File: config.mk
export PLATFORM = sky130hd
export DESIGN_NAME = pwm_pair_timer
export DESIGN_NICKNAME = d
export VERILOG_FILES = /design/src/verilog/pwm_pkg.sv /design/src/verilog/pwm_pair_timer.sv
export SDC_FILE = /design/constraint.sdc
export NUM_CORES = 1
export LEC_CHECK = 0
export BUFFER_PORTS_ARGS = -buffer_cell sky130_fd_sc_hd__clkbuf_2
export CAP_MARGIN = 15
export CORE_UTILIZATION = 45
export DETAILED_ROUTE_END_ITERATION = 10
export PLACE_DENSITY_LB_ADDON = 0.05
export SLEW_MARGIN = 30
export SYNTH_ARGS = -nofsm -noshare
export SYNTH_HDL_FRONTEND = slang
export SYNTH_SLANG_ARGS = --single-unit
File: constraint.sdc
create_clock -name clock_i -period 6.49 [get_ports clock_i]
set_clock_uncertainty 0.2 [all_clocks]
set_input_delay 1.298 -clock clock_i [delete_from_list [all_inputs] [get_ports clock_i]]
set_output_delay 1.298 -clock clock_i [all_outputs]
set_load 0.02 [all_outputs]
File: src/verilog/pwm_pkg.sv
package pwm_pkg;

	// register map, byte addresses: group in paddr[7:5], index in [4:2]
	localparam int           ADDR_W   = 12;
	localparam int           GRP_LSB  = 5;
	localparam int           IDX_LSB  = 2;
	localparam logic [2:0]   GRP_CTRL = 3'h0;
	localparam logic [2:0]   GRP_CNT  = 3'h1;
	localparam logic [2:0]   GRP_PER  = 3'h2;
	localparam logic [2:0]   GRP_DTY  = 3'h3;
	localparam logic [2:0]   GRP_JCNT = 3'h4;

	// control group word indexes
	localparam logic [2:0]   C_ENABLE = 3'h0;
	localparam logic [2:0]   C_POLAR  = 3'h1;
	localparam logic [2:0]   C_CLKSEL = 3'h2;
	localparam logic [2:0]   C_ALIGN  = 3'h3;
	localparam logic [2:0]   C_JOIN   = 3'h4;
	localparam logic [2:0]   C_PRESC  = 3'h5;
	localparam logic [2:0]   C_SHDN   = 3'h6;

	// shutdown word fields
	localparam int           SD_IE    = 0;
	localparam int           SD_FLAG  = 1;
	localparam int           SD_CH7EN = 2;
	localparam int           SD_ACT   = 3;
	localparam int           SD_MODEN = 4;
	localparam int           SD_WSTOP = 5;
	localparam int           SD_PIN   = 6;
	localparam int           SD_LVL   = 8;

	// prescaler word fields
	localparam int           PRE_A    = 0;
	localparam int           PRE_B    = 8;

	localparam logic         DIR_UP   = 1'b0;
	localparam logic         DIR_DN   = 1'b1;
	localparam logic [7:0]   RST_BYTE = 8'h00;
	localparam logic [15:0]  ZERO16   = 16'h0000;
	localparam logic [15:0]  ONE16    = 16'h0001;

	typedef struct packed {
		logic [ADDR_W-1:0] addr;
		logic              write;
		logic [31:0]       wdata;
	} apb_req_s;

	typedef struct packed {
		logic       irq_en;
		logic       ch7_en;
		logic       act_lvl;
		logic       mod_en;
		logic       wait_stop;
		logic [7:0] level;
	} shdn_ctl_s;

endpackage : pwm_pkg

File: src/verilog/pwm_pair_timer.sv
// Local design decisions: the placing of the registers and register access over APB.
`timescale 1ns/1ps
// Overview of operation
// eight 8-bit or four 16-bit channels
// four join bits fuse channel pairs
// even channel is high byte when joined
// joined clock from odd channel select
// joined output on odd pin, odd polarity
// odd enable only; even output disabled
// any joined counter write clears 16 bits
// software reads joined counter in one access
// odd align bit selects joined alignment
// software joins only disabled pairs
// zero duty with nonzero period gives constant inactive level
// zero period keeps counter at zero, constant polarity
// duty at or above period gives constant
// counters count up after reset
// channels disabled, counters stopped after reset
// interrupt only on shutdown when enabled
// flag on pin change or arming
// stop or wait: force outputs, no flag
// block only raises its request
// joined compare uses same 16-bit rules
module pwm_pair_timer
	import pwm_pkg::*;
#(
	parameter int NCH = 8
) (
	input  wire logic              clock_i,
	input  wire logic              rst_i,
	input  wire logic              psel_i,
	input  wire logic              penable_i,
	input  wire logic              pwrite_i,
	input  wire logic [ADDR_W-1:0] paddr_i,
	input  wire logic [31:0]       pwdata_i,
	output logic      [31:0]       prdata_o,
	output logic                   pready_o,
	output logic                   pslverr_o,
	input  wire logic              channel7_pin_i,
	input  wire logic              stop_i,
	input  wire logic              wait_i,
	output logic      [NCH-1:0]    pwm_o,
	output logic      [NCH-1:0]    pwm_active_o,
	output logic                   irq_o
);

	localparam int NP = NCH / 2;
	function automatic logic [NCH-1:0] onehot(input logic [2:0] i);
		onehot = NCH'(1) << i;
	endfunction : onehot

	// one counting step: {direction, count}
	function automatic logic [16:0] step(input logic [15:0] c,
		input logic [15:0] p, input logic d, input logic ctr);
		logic [15:0] inc;
		logic [15:0] dec;
		inc = c + ONE16;
		dec = c - ONE16;
		if (p == ZERO16)
			step = {DIR_UP, ZERO16};
		else if (!ctr)
			step = {DIR_UP, (inc >= p) ? ZERO16 : inc};
		else if (d == DIR_UP)
			step = (c >= p) ? {DIR_DN, dec}
				: {(inc >= p) ? DIR_DN : DIR_UP, inc};
		else
			step = (c <= ONE16) ? {DIR_UP, ZERO16} : {DIR_DN, dec};
	endfunction : step

	function automatic logic level(input logic [15:0] c,
		input logic [15:0] p, input logic [15:0] d, input logic pol);
		if (p == ZERO16)
			level = pol;
		else
			level = ((c < d) || (d >= p)) ? pol : !pol;
	endfunction : level

	apb_req_s          req;
	shdn_ctl_s         sdn;
	logic [NCH-1:0]    chan_en;
	logic [NCH-1:0]    polarity;
	logic [NCH-1:0]    clk_sel;
	logic [NCH-1:0]    align;
	logic [NP-1:0]     pair_join_control;
	logic [7:0]        div_a;
	logic [7:0]        div_b;
	logic [7:0]        pre_a;
	logic [7:0]        pre_b;
	logic              shutdown_flag;
	logic              pin_q;
	logic              sd_en_q;
	logic [7:0]        cnt [NCH];
	logic [7:0]        per [NCH];
	logic [7:0]        dty [NCH];
	logic [NCH-1:0]    dir;
	logic [31:0]       rd_mux;

	assign req = {paddr_i, pwrite_i, pwdata_i};
	// bus decode
	wire [2:0]     grp      = req.addr[GRP_LSB +: 3];
	wire [2:0]     idx      = req.addr[IDX_LSB +: 3];
	wire           bad_hi   = req.addr[ADDR_W-1:8] != '0;
	wire           bad_lo   = req.addr[1:0] != 2'b00;
	wire           ctrl_ok  = (grp == GRP_CTRL) && (idx != 3'h7);
	wire           arr_ok   = grp inside {GRP_CNT, GRP_PER, GRP_DTY};
	wire           jcnt_ok  = (grp == GRP_JCNT) && (idx < 3'(NP));
	wire           mapped   = !bad_hi && !bad_lo
	                          && (ctrl_ok || arr_ok || jcnt_ok);
	wire           access   = psel_i && penable_i;
	wire           wr       = access && req.write && mapped;
	wire [NCH-1:0] idx_hot  = onehot(idx);
	wire           ctrl_wr  = wr && (grp == GRP_CTRL);
	wire [NCH-1:0] cnt_wr   = (wr && grp == GRP_CNT) ? idx_hot : '0;
	wire [NCH-1:0] per_wr   = (wr && grp == GRP_PER) ? idx_hot : '0;
	wire [NCH-1:0] dty_wr   = (wr && grp == GRP_DTY) ? idx_hot : '0;
	wire [NCH-1:0] jcnt_hot = (wr && grp == GRP_JCNT) ? idx_hot : '0;
	wire [NP-1:0]  jcnt_wr  = jcnt_hot[NP-1:0];

	assign pready_o  = access;
	assign pslverr_o = access && !mapped;
	// clock dividers for the two channel clocks
	wire tick_a = (pre_a == div_a);
	wire tick_b = (pre_b == div_b);
	// emergency shutdown
	wire sd_en    = sdn.mod_en && sdn.ch7_en;
	wire pin_act  = (channel7_pin_i == sdn.act_lvl);
	wire force_sd = sd_en && pin_act;
	wire quiet    = stop_i || (wait_i && sdn.wait_stop);
	wire sd_set   = !quiet && sd_en
	                && ((channel7_pin_i != pin_q)
	                || (!sd_en_q && pin_act));
	wire flag_clr = ctrl_wr && (idx == C_SHDN) && req.wdata[SD_FLAG];
	assign irq_o  = shutdown_flag && sdn.irq_en;

	// channel engines
	logic [15:0] e_cnt [NCH];
	logic [15:0] e_per [NCH];
	logic [15:0] e_dty [NCH];
	logic [16:0] e_nxt [NCH];
	logic [7:0]  b_nxt [NCH];
	logic [NCH-1:0] e_run;
	logic [NCH-1:0] e_ld;
	logic [NCH-1:0] b_ld;
	logic [NCH-1:0] active;
	logic [NCH-1:0] wave;

	for (genvar c = 0; c < NCH; c++) begin : g_ch
		localparam int  HI  = c - (c % 2);
		localparam int  LO  = HI + 1;
		localparam bit  ODD = (c % 2) == 1;
		wire joined = pair_join_control[c / 2];
		wire wide   = joined && ODD;
		wire upper  = joined && !ODD;
		wire clr    = cnt_wr[c] || (wide && (cnt_wr[HI]
		              || jcnt_wr[c / 2]));
		assign active[c] = !upper;
		assign e_cnt[c] = wide ? {cnt[HI], cnt[c]}
		                       : {RST_BYTE, cnt[c]};
		assign e_per[c] = wide ? {per[HI], per[c]}
		                       : {RST_BYTE, per[c]};
		assign e_dty[c] = wide ? {dty[HI], dty[c]}
		                       : {RST_BYTE, dty[c]};
		assign e_run[c] = chan_en[c] && active[c]
		                  && (clk_sel[c] ? tick_b : tick_a);
		assign e_ld[c]  = clr || e_run[c];
		assign e_nxt[c] = clr ? {DIR_UP, ZERO16}
		                  : step(e_cnt[c], e_per[c], dir[c],
		                         align[c]);
		assign b_ld[c]  = upper ? e_ld[LO] : e_ld[c];
		assign b_nxt[c] = upper ? e_nxt[LO][15:8]
		                        : e_nxt[c][7:0];
		assign wave[c]  = level(e_cnt[c], e_per[c], e_dty[c],
		                        polarity[c]);
	end

	// register write side
	always_ff @(posedge clock_i) begin
		if (rst_i) begin
			chan_en           <= '0;
			polarity          <= '0;
			clk_sel           <= '0;
			align             <= '0;
			pair_join_control <= '0;
			div_a             <= RST_BYTE;
			div_b             <= RST_BYTE;
			sdn               <= '0;
		end else if (ctrl_wr) begin
			unique case (idx)
				C_ENABLE: chan_en           <= req.wdata[NCH-1:0];
				C_POLAR:  polarity          <= req.wdata[NCH-1:0];
				C_CLKSEL: clk_sel           <= req.wdata[NCH-1:0];
				C_ALIGN:  align             <= req.wdata[NCH-1:0];
				C_JOIN:   pair_join_control <= req.wdata[NP-1:0];
				C_PRESC: begin
					div_a <= req.wdata[PRE_A +: 8];
					div_b <= req.wdata[PRE_B +: 8];
				end
				C_SHDN: begin
					sdn.irq_en    <= req.wdata[SD_IE];
					sdn.ch7_en    <= req.wdata[SD_CH7EN];
					sdn.act_lvl   <= req.wdata[SD_ACT];
					sdn.mod_en    <= req.wdata[SD_MODEN];
					sdn.wait_stop <= req.wdata[SD_WSTOP];
					sdn.level     <= req.wdata[SD_LVL +: 8];
				end
				default: ;
			endcase
		end
	end

	always_ff @(posedge clock_i) begin
		for (int c = 0; c < NCH; c++) begin
			if (rst_i) begin
				per[c] <= RST_BYTE;
				dty[c] <= RST_BYTE;
			end else begin
				if (per_wr[c])
					per[c] <= req.wdata[7:0];
				if (dty_wr[c])
					dty[c] <= req.wdata[7:0];
			end
		end
	end

	// counters and direction
	always_ff @(posedge clock_i) begin
		for (int c = 0; c < NCH; c++) begin
			if (rst_i) begin
				cnt[c] <= RST_BYTE;
				dir[c] <= DIR_UP;
			end else begin
				if (b_ld[c])
					cnt[c] <= b_nxt[c];
				if (e_ld[c])
					dir[c] <= e_nxt[c][16];
			end
		end
	end

	always_ff @(posedge clock_i) begin
		if (rst_i) begin
			pre_a <= RST_BYTE;
			pre_b <= RST_BYTE;
		end else begin
			pre_a <= tick_a ? RST_BYTE : pre_a + 8'h01;
			pre_b <= tick_b ? RST_BYTE : pre_b + 8'h01;
		end
	end

	always_ff @(posedge clock_i) begin
		if (rst_i) begin
			shutdown_flag <= 1'b0;
			pin_q         <= 1'b0;
			sd_en_q       <= 1'b0;
		end else begin
			shutdown_flag <= sd_set || (shutdown_flag && !flag_clr);
			pin_q         <= channel7_pin_i;
			sd_en_q       <= sd_en;
		end
	end

	// pin outputs
	always_ff @(posedge clock_i) begin
		if (rst_i) begin
			pwm_o        <= '0;
			pwm_active_o <= '0;
		end else begin
			pwm_active_o <= chan_en & active;
			for (int c = 0; c < NCH; c++)
				pwm_o[c] <= force_sd ? sdn.level[c]
				            : (chan_en[c] && active[c] && wave[c]);
		end
	end

	// read side, captured in the setup cycle
	always_comb begin
		rd_mux = '0;
		unique case (grp)
			GRP_CTRL: begin
				unique case (idx)
					C_ENABLE: rd_mux[NCH-1:0] = chan_en;
					C_POLAR:  rd_mux[NCH-1:0] = polarity;
					C_CLKSEL: rd_mux[NCH-1:0] = clk_sel;
					C_ALIGN:  rd_mux[NCH-1:0] = align;
					C_JOIN:   rd_mux[NP-1:0]  = pair_join_control;
					C_PRESC:  rd_mux[15:0]    = {div_b, div_a};
					C_SHDN: begin
						rd_mux[SD_IE]        = sdn.irq_en;
						rd_mux[SD_FLAG]      = shutdown_flag;
						rd_mux[SD_CH7EN]     = sdn.ch7_en;
						rd_mux[SD_ACT]       = sdn.act_lvl;
						rd_mux[SD_MODEN]     = sdn.mod_en;
						rd_mux[SD_WSTOP]     = sdn.wait_stop;
						rd_mux[SD_PIN]       = channel7_pin_i;
						rd_mux[SD_LVL +: 8]  = sdn.level;
					end
					default: ;
				endcase
			end
			GRP_CNT:  rd_mux[7:0]  = cnt[idx];
			GRP_PER:  rd_mux[7:0]  = per[idx];
			GRP_DTY:  rd_mux[7:0]  = dty[idx];
			GRP_JCNT: rd_mux[15:0] = {cnt[{idx[1:0], 1'b0}],
			                          cnt[{idx[1:0], 1'b1}]};
			default: ;
		endcase
	end

	always_ff @(posedge clock_i) begin
		if (rst_i)
			prdata_o <= '0;
		else if (psel_i && !penable_i)
			prdata_o <= mapped ? rd_mux : '0;
	end
endmodule : pwm_pair_timer

* After elaboration in Yosys (flattened, before gate mapping)
Memories as Yosys holds them, arrays and structs flattened.
Index checks and enable logic that the tools add are counted.
** Storage, ports and cells
- Register bits :: 140
- Memory bits (writable) :: 192
- Output and inout bits :: 51
- Logic and storage cells :: 475
- Memories :: 3
** Memories
- cnt :: depth 8, width 8, read ports 11, clocked after memory_dff 0, write ports 8, RTL line pwm_pair_timer.sv:92 : logic [7:0] cnt [NCH];
- dty :: depth 8, width 8, read ports 9, clocked after memory_dff 0, write ports 8, RTL line pwm_pair_timer.sv:94 : logic [7:0] dty [NCH];
- per :: depth 8, width 8, read ports 9, clocked after memory_dff 0, write ports 8, RTL line pwm_pair_timer.sv:93 : logic [7:0] per [NCH];
** Operators by class
- Add/sub/neg operators :: 18
- $lt $le $gt $ge :: 41
- Equality and inequality tests :: 15
- Shift operators :: 1
- Multiplexer cells :: 225
- Bitwise operators :: 25
- Reductions and logical operators :: 118
** Operator list (number)
- 17-bit 2-to-1 mux :: 48
- 16-bit 2-to-1 mux :: 17
- 8-bit 2-to-1 mux :: 31
- 16-bit greater-or-equal comparator :: 12
- 16-bit zero test :: 8
- 1-bit 2-to-1 mux :: 118
- 16-bit by 1-bit adder with 16-bit output (second input constant) :: 4
- 8-bit greater-or-equal comparator :: 8
- 16-bit by 1-bit <= comparator with 1-bit output (second input constant) :: 4
- 16-bit < comparator :: 4
- 16-bit by 1-bit subtractor with 16-bit output (second input constant) :: 4
- 1-bit logical AND :: 48
- 8-bit one-hot mux with 5 select lines :: 1
- 8-bit by 1-bit adder with 9-bit output (second input constant) :: 4
- 9-bit by 8-bit greater-or-equal comparator with 1-bit output :: 4
- 9-bit 2-to-1 mux :: 4
- 8-bit by 1-bit subtractor with 9-bit output (second input constant) :: 4
- 8-bit by 1-bit <= comparator with 1-bit output (second input constant) :: 4
- 8-bit < comparator :: 4
- 8-bit one-hot mux with 2 select lines :: 2
- 1-bit logical OR :: 29
- 4-bit one-hot mux with 7 select lines :: 1
- 1-bit OR :: 24
- 1-bit zero test :: 19
- other kinds (20) :: 37

* Longest topological paths before layout
- Word-level depth :: 17
- Mapped depth :: 16
- Gate-level depth less buffers :: 16

* Worst setup path after synthesis
OpenSTA, ideal clock, no wires.
- Kind :: reg-to-reg
- From :: register pair_join_control[3]
- To :: memory cnt[6][6] (data pin)
- Setup time :: 0.266 ns
- Data arrival time :: 3.629 ns
- Slack :: 2.394 ns
- Stages on the path, launching flop included :: 16
- Path buffers :: 5
- Period minus slack after synthesis :: 4.096 ns
- Cells stage by stage :: dfxtp_1 -> clkbuf_1 -> clkbuf_1 -> buf_1 -> buf_1 -> nand2_1 -> ha_1 -> a2111oi_0 -> o21ai_0 -> a211oi_1 -> o311ai_1 -> and2_1 -> clkbuf_1 -> and3_1 -> o311ai_1 -> a21oi_1
** RTL lines
- start, declared :: RTL line pwm_pair_timer.sv:84 : logic [NP-1:0] pair_join_control;
- start signal, assigned :: RTL line pwm_pair_timer.sv:193 : C_JOIN: pair_join_control <= req.wdata[NP-1:0];
- end, declared :: RTL line pwm_pair_timer.sv:92

==> results.py <==
metrics = {
    "sta": {
        "fin_crit_sh": 0.8015,
        "worst_slew_pin_slew_ns": 1.029,
        "finalSetupViolations": 0,
        "rsz0062_at_grt": "no",
        "final_hold_viol_count": 0,
        "setup_tns_ns": 0,
        "fmax_mhz": 192.2,
        "hold_slack_ns": 0.2687,
        "period_minus_slack_ns": 5.202,
        "slew_viol_final": 0,
        "relSlewSlack": 0.3142,
    },
    "global_route": {
        "grt_max_degree": 56,
        "grt_util_all_layers": 0.3245,
        "antenna_found_initial": 7,
        "grt_pass1_vias": 26307,
        "grt_pass1_wl_mm": 165.2,
        "grt-ovfl-total": 0,
    },
    "finish": {
        "layout-drive-gt1-share": 0.08871,
        "seq_area_um2": 8248,
        "finalInstanceArea_um2": 32210,
        "fillers": 6261,
        "nets": 3895,
        "multi_input_area_um2": 19900,
        "final_core_util": 0.4908,
        "area_growth_pct": 8.001,
    },
    "logic_synthesis": {
        "ys_ff_latch": 316,
        "netlist_instances": 3471,
        "synthFlopType": "edfxtp_1",
        "syn_avg_cell_area_um2": 8.592,
        "synthTopCellsByCount": "402 x ha_1, 353 x nand2_1, 237 x inv_1",
        "yosys.area.top_type": "edfxtp_1",
        "yosysWarnings": 0,
        "synth_area_um2": 29820,
        "synth_edf_count": 192,
        "synth.area.top_cells": "edfxtp_1 19%, ha_1 17%, dfxtp_1 8.3%",
        "yosysSeqAreaShare": 0.2766,
        "post-synth-top-count-cell": "ha_1",
        "ys_types": 100,
        "synth_top_area_share": 0.1933,
        "async_flop_share": 0,
    },
    "floorplan": {
        "rows": 94,
        "dieWidth_um": 259.4,
        "die_height_um": 259.4,
        "io_pins": 103,
        "die-area_um2": 67310,
        "start_util": 0.4544,
        "design.core.area_um2": 65630,
    },
    "drt": {
        "vias_per_cell": 6.346,
        "drc": 0,
        "via_count": 27537,
        "wl_mm": 110.5,
        "wl_per_cell_um": 25.48,
        "drtAntennaViolNets": 0,
        "drt-initial-drc-count": 3312,
        "dr.pass1.iters": 6,
    },
    "placement": {
        "post_dp_cell_area_um2": 30820,
        "portBuffers": 70,
        "dp_hpwl_mm": 84.37,
        "gp_congestion": 0.9897,
    },
    "cts": {
        "clk_path_buf_depth": 3,
        "cts_tree": "done",
        "cts_setup_buffers": 0,
        "clk_latency_ns": 0.59,
        "clkTransAtPathRegs_ns": 0.06,
        "cts_made_buffers": 40,
        "cts_htree_levels": 2,
        "hold_buffers": 0,
        "clock-sinks": 316,
        "root_buffer": "clkbuf_16",
        "cts_resized": 0,
    },
    "power": {
        "powerDensity_nw_per_um2": 169.7,
        "ir_worst_vdd_mv": 0.2258,
        "p_leak_nw": 13.60,
    },
    "setup_path": {
        "worst_setup_path_start_kind": "flip-flop",
        "worstPathRequired_ns": 6.71,
        "critPathCaptureType": "flip-flop",
        "path_max_fanout": 13,
        "critical_path_class": "reg2reg",
        "cp.arrival_ns": 5.42,
    },
    "hold_path": {
        "hp-class": "reg2reg",
    },
    "status": {
        "outcome": "finished, final reports clean",
    },
    "flow_run": {
        "maxCapViolations": 0,
    },
}
## placed cells by master (no fill, tap or decap), types with 23 or more instances in the layout
cell	n
a21oi_1	213
nor4_1	29
a21o_1	72
xor2_1	66
a31oi_1	23
and2_1	163
nor2b_1	29
nand2b_1	50
mux2i_1	32
o21ai_0	137
a22oi_1	45
o21a_1	24
inv_1	237
nand2_1	353
clkbuf_16	45
buf_4	47
nor3_1	77
mux4_2	64
ha_1	402
dfxtp_1	124
clkbuf_2	67
edfxtp_1	192
nor2_1	219
a211oi_1	53
nand3_1	166
o22ai_1	32
and3_1	31
nand4_1	50
xnor2_1	82
## metal layers
layer  vias to the layer above  GRT usage  share of wire
met1                     13363     0.4477           0.43
met5                         -          0        0.00012
li1                      12606          -              -
met2                      1336     0.5058           0.44
met3                       230    0.06141          0.094
met4                         2     0.1113          0.034
## critical path, cell delays in order (launching register included)
cell and delay, ns:
edfxtp_1 0.74, nand3_1 0.26, nor2_1 0.27, nand4_1 0.29, nor2_1 0.22, xnor2_1 0.09
and2_1 0.19, ha_1 0.32, a211oi_1 0.24, o21bai_1 0.10, a2111oi_0 0.48, o22ai_1 0.36
a211oi_1 0.80, o21ai_0 0.28, a21boi_1 0.20
## where the power goes
part / total (mW) / switching [mW] / internal, mW
logic: 0.784 / 0.485 / 0.299
clock network: 2.36 / 0.968 / 1.39
registers: 2.33 / 0.144 / 2.18
## path summary, 6_finish.rpt
check,start,endpoint,slack (ns),depth (start not counted)
worst max-delay path,cnt[1][0]$_SDFFCE_PP0P_,cnt[0][3]$_SDFFCE_PN0P_,1.29,14
worst min-delay path,sdn[12]$_SDFFE_PP0P_,sdn[12]$_SDFFE_PP0P_,0.27,2
worst max register to register,cnt[1][0]$_SDFFCE_PP0P_,cnt[0][3]$_SDFFCE_PN0P_,1.29,14
worst min register to register,sdn[12]$_SDFFE_PP0P_,sdn[12]$_SDFFE_PP0P_,0.27,2
## state kept, by name, summed over array words and instances (netlist names), 13 cells and up
name / cells
dty: 64
prdata_o: 16
cnt: 64
sdn: 13
per: 64
## through the flow
stage / worst slack (ns) / instances / total power [mW]
finish: 1.288 / 4339 / 5.467
global route: 0.9181 / 4337 / 5.646
CTS: 1.354 / 4336 / 5.477
detailed placement: 1.392 / 4263 / 3.126
global placement: 1.528 / 4263 / 3.103
floorplan: 2.394 / 3486 / 2.835
## cell type report
cell class              instances  area share
diodes                          3   0.0002331
clock buffers                  55     0.03737
clock inverters                18    0.005439
inverters                     240     0.02797
multi-input cells            2729      0.6180
flip-flops and latches        316      0.2561
well taps                     864     0.03356
repair buffers                114     0.02137
## kinds of logic (layout without fill, tap and decap cells)
logic type,after synthesis,after routing,synth area share
XOR/XNOR,148,148,0.04347
AO/OA/AOI/OAI,795,795,0.1780
flip-flops,316,316,0.2766
adder cells (fa/ha/maj),402,402,0.1687
multiplexers,104,104,0.06209
buffers and inverters,441,427,0.05907
other,1,19,0.0001257
AND/OR/NAND/NOR,1264,1264,0.2120
Power figures use the tool's default switching activity.
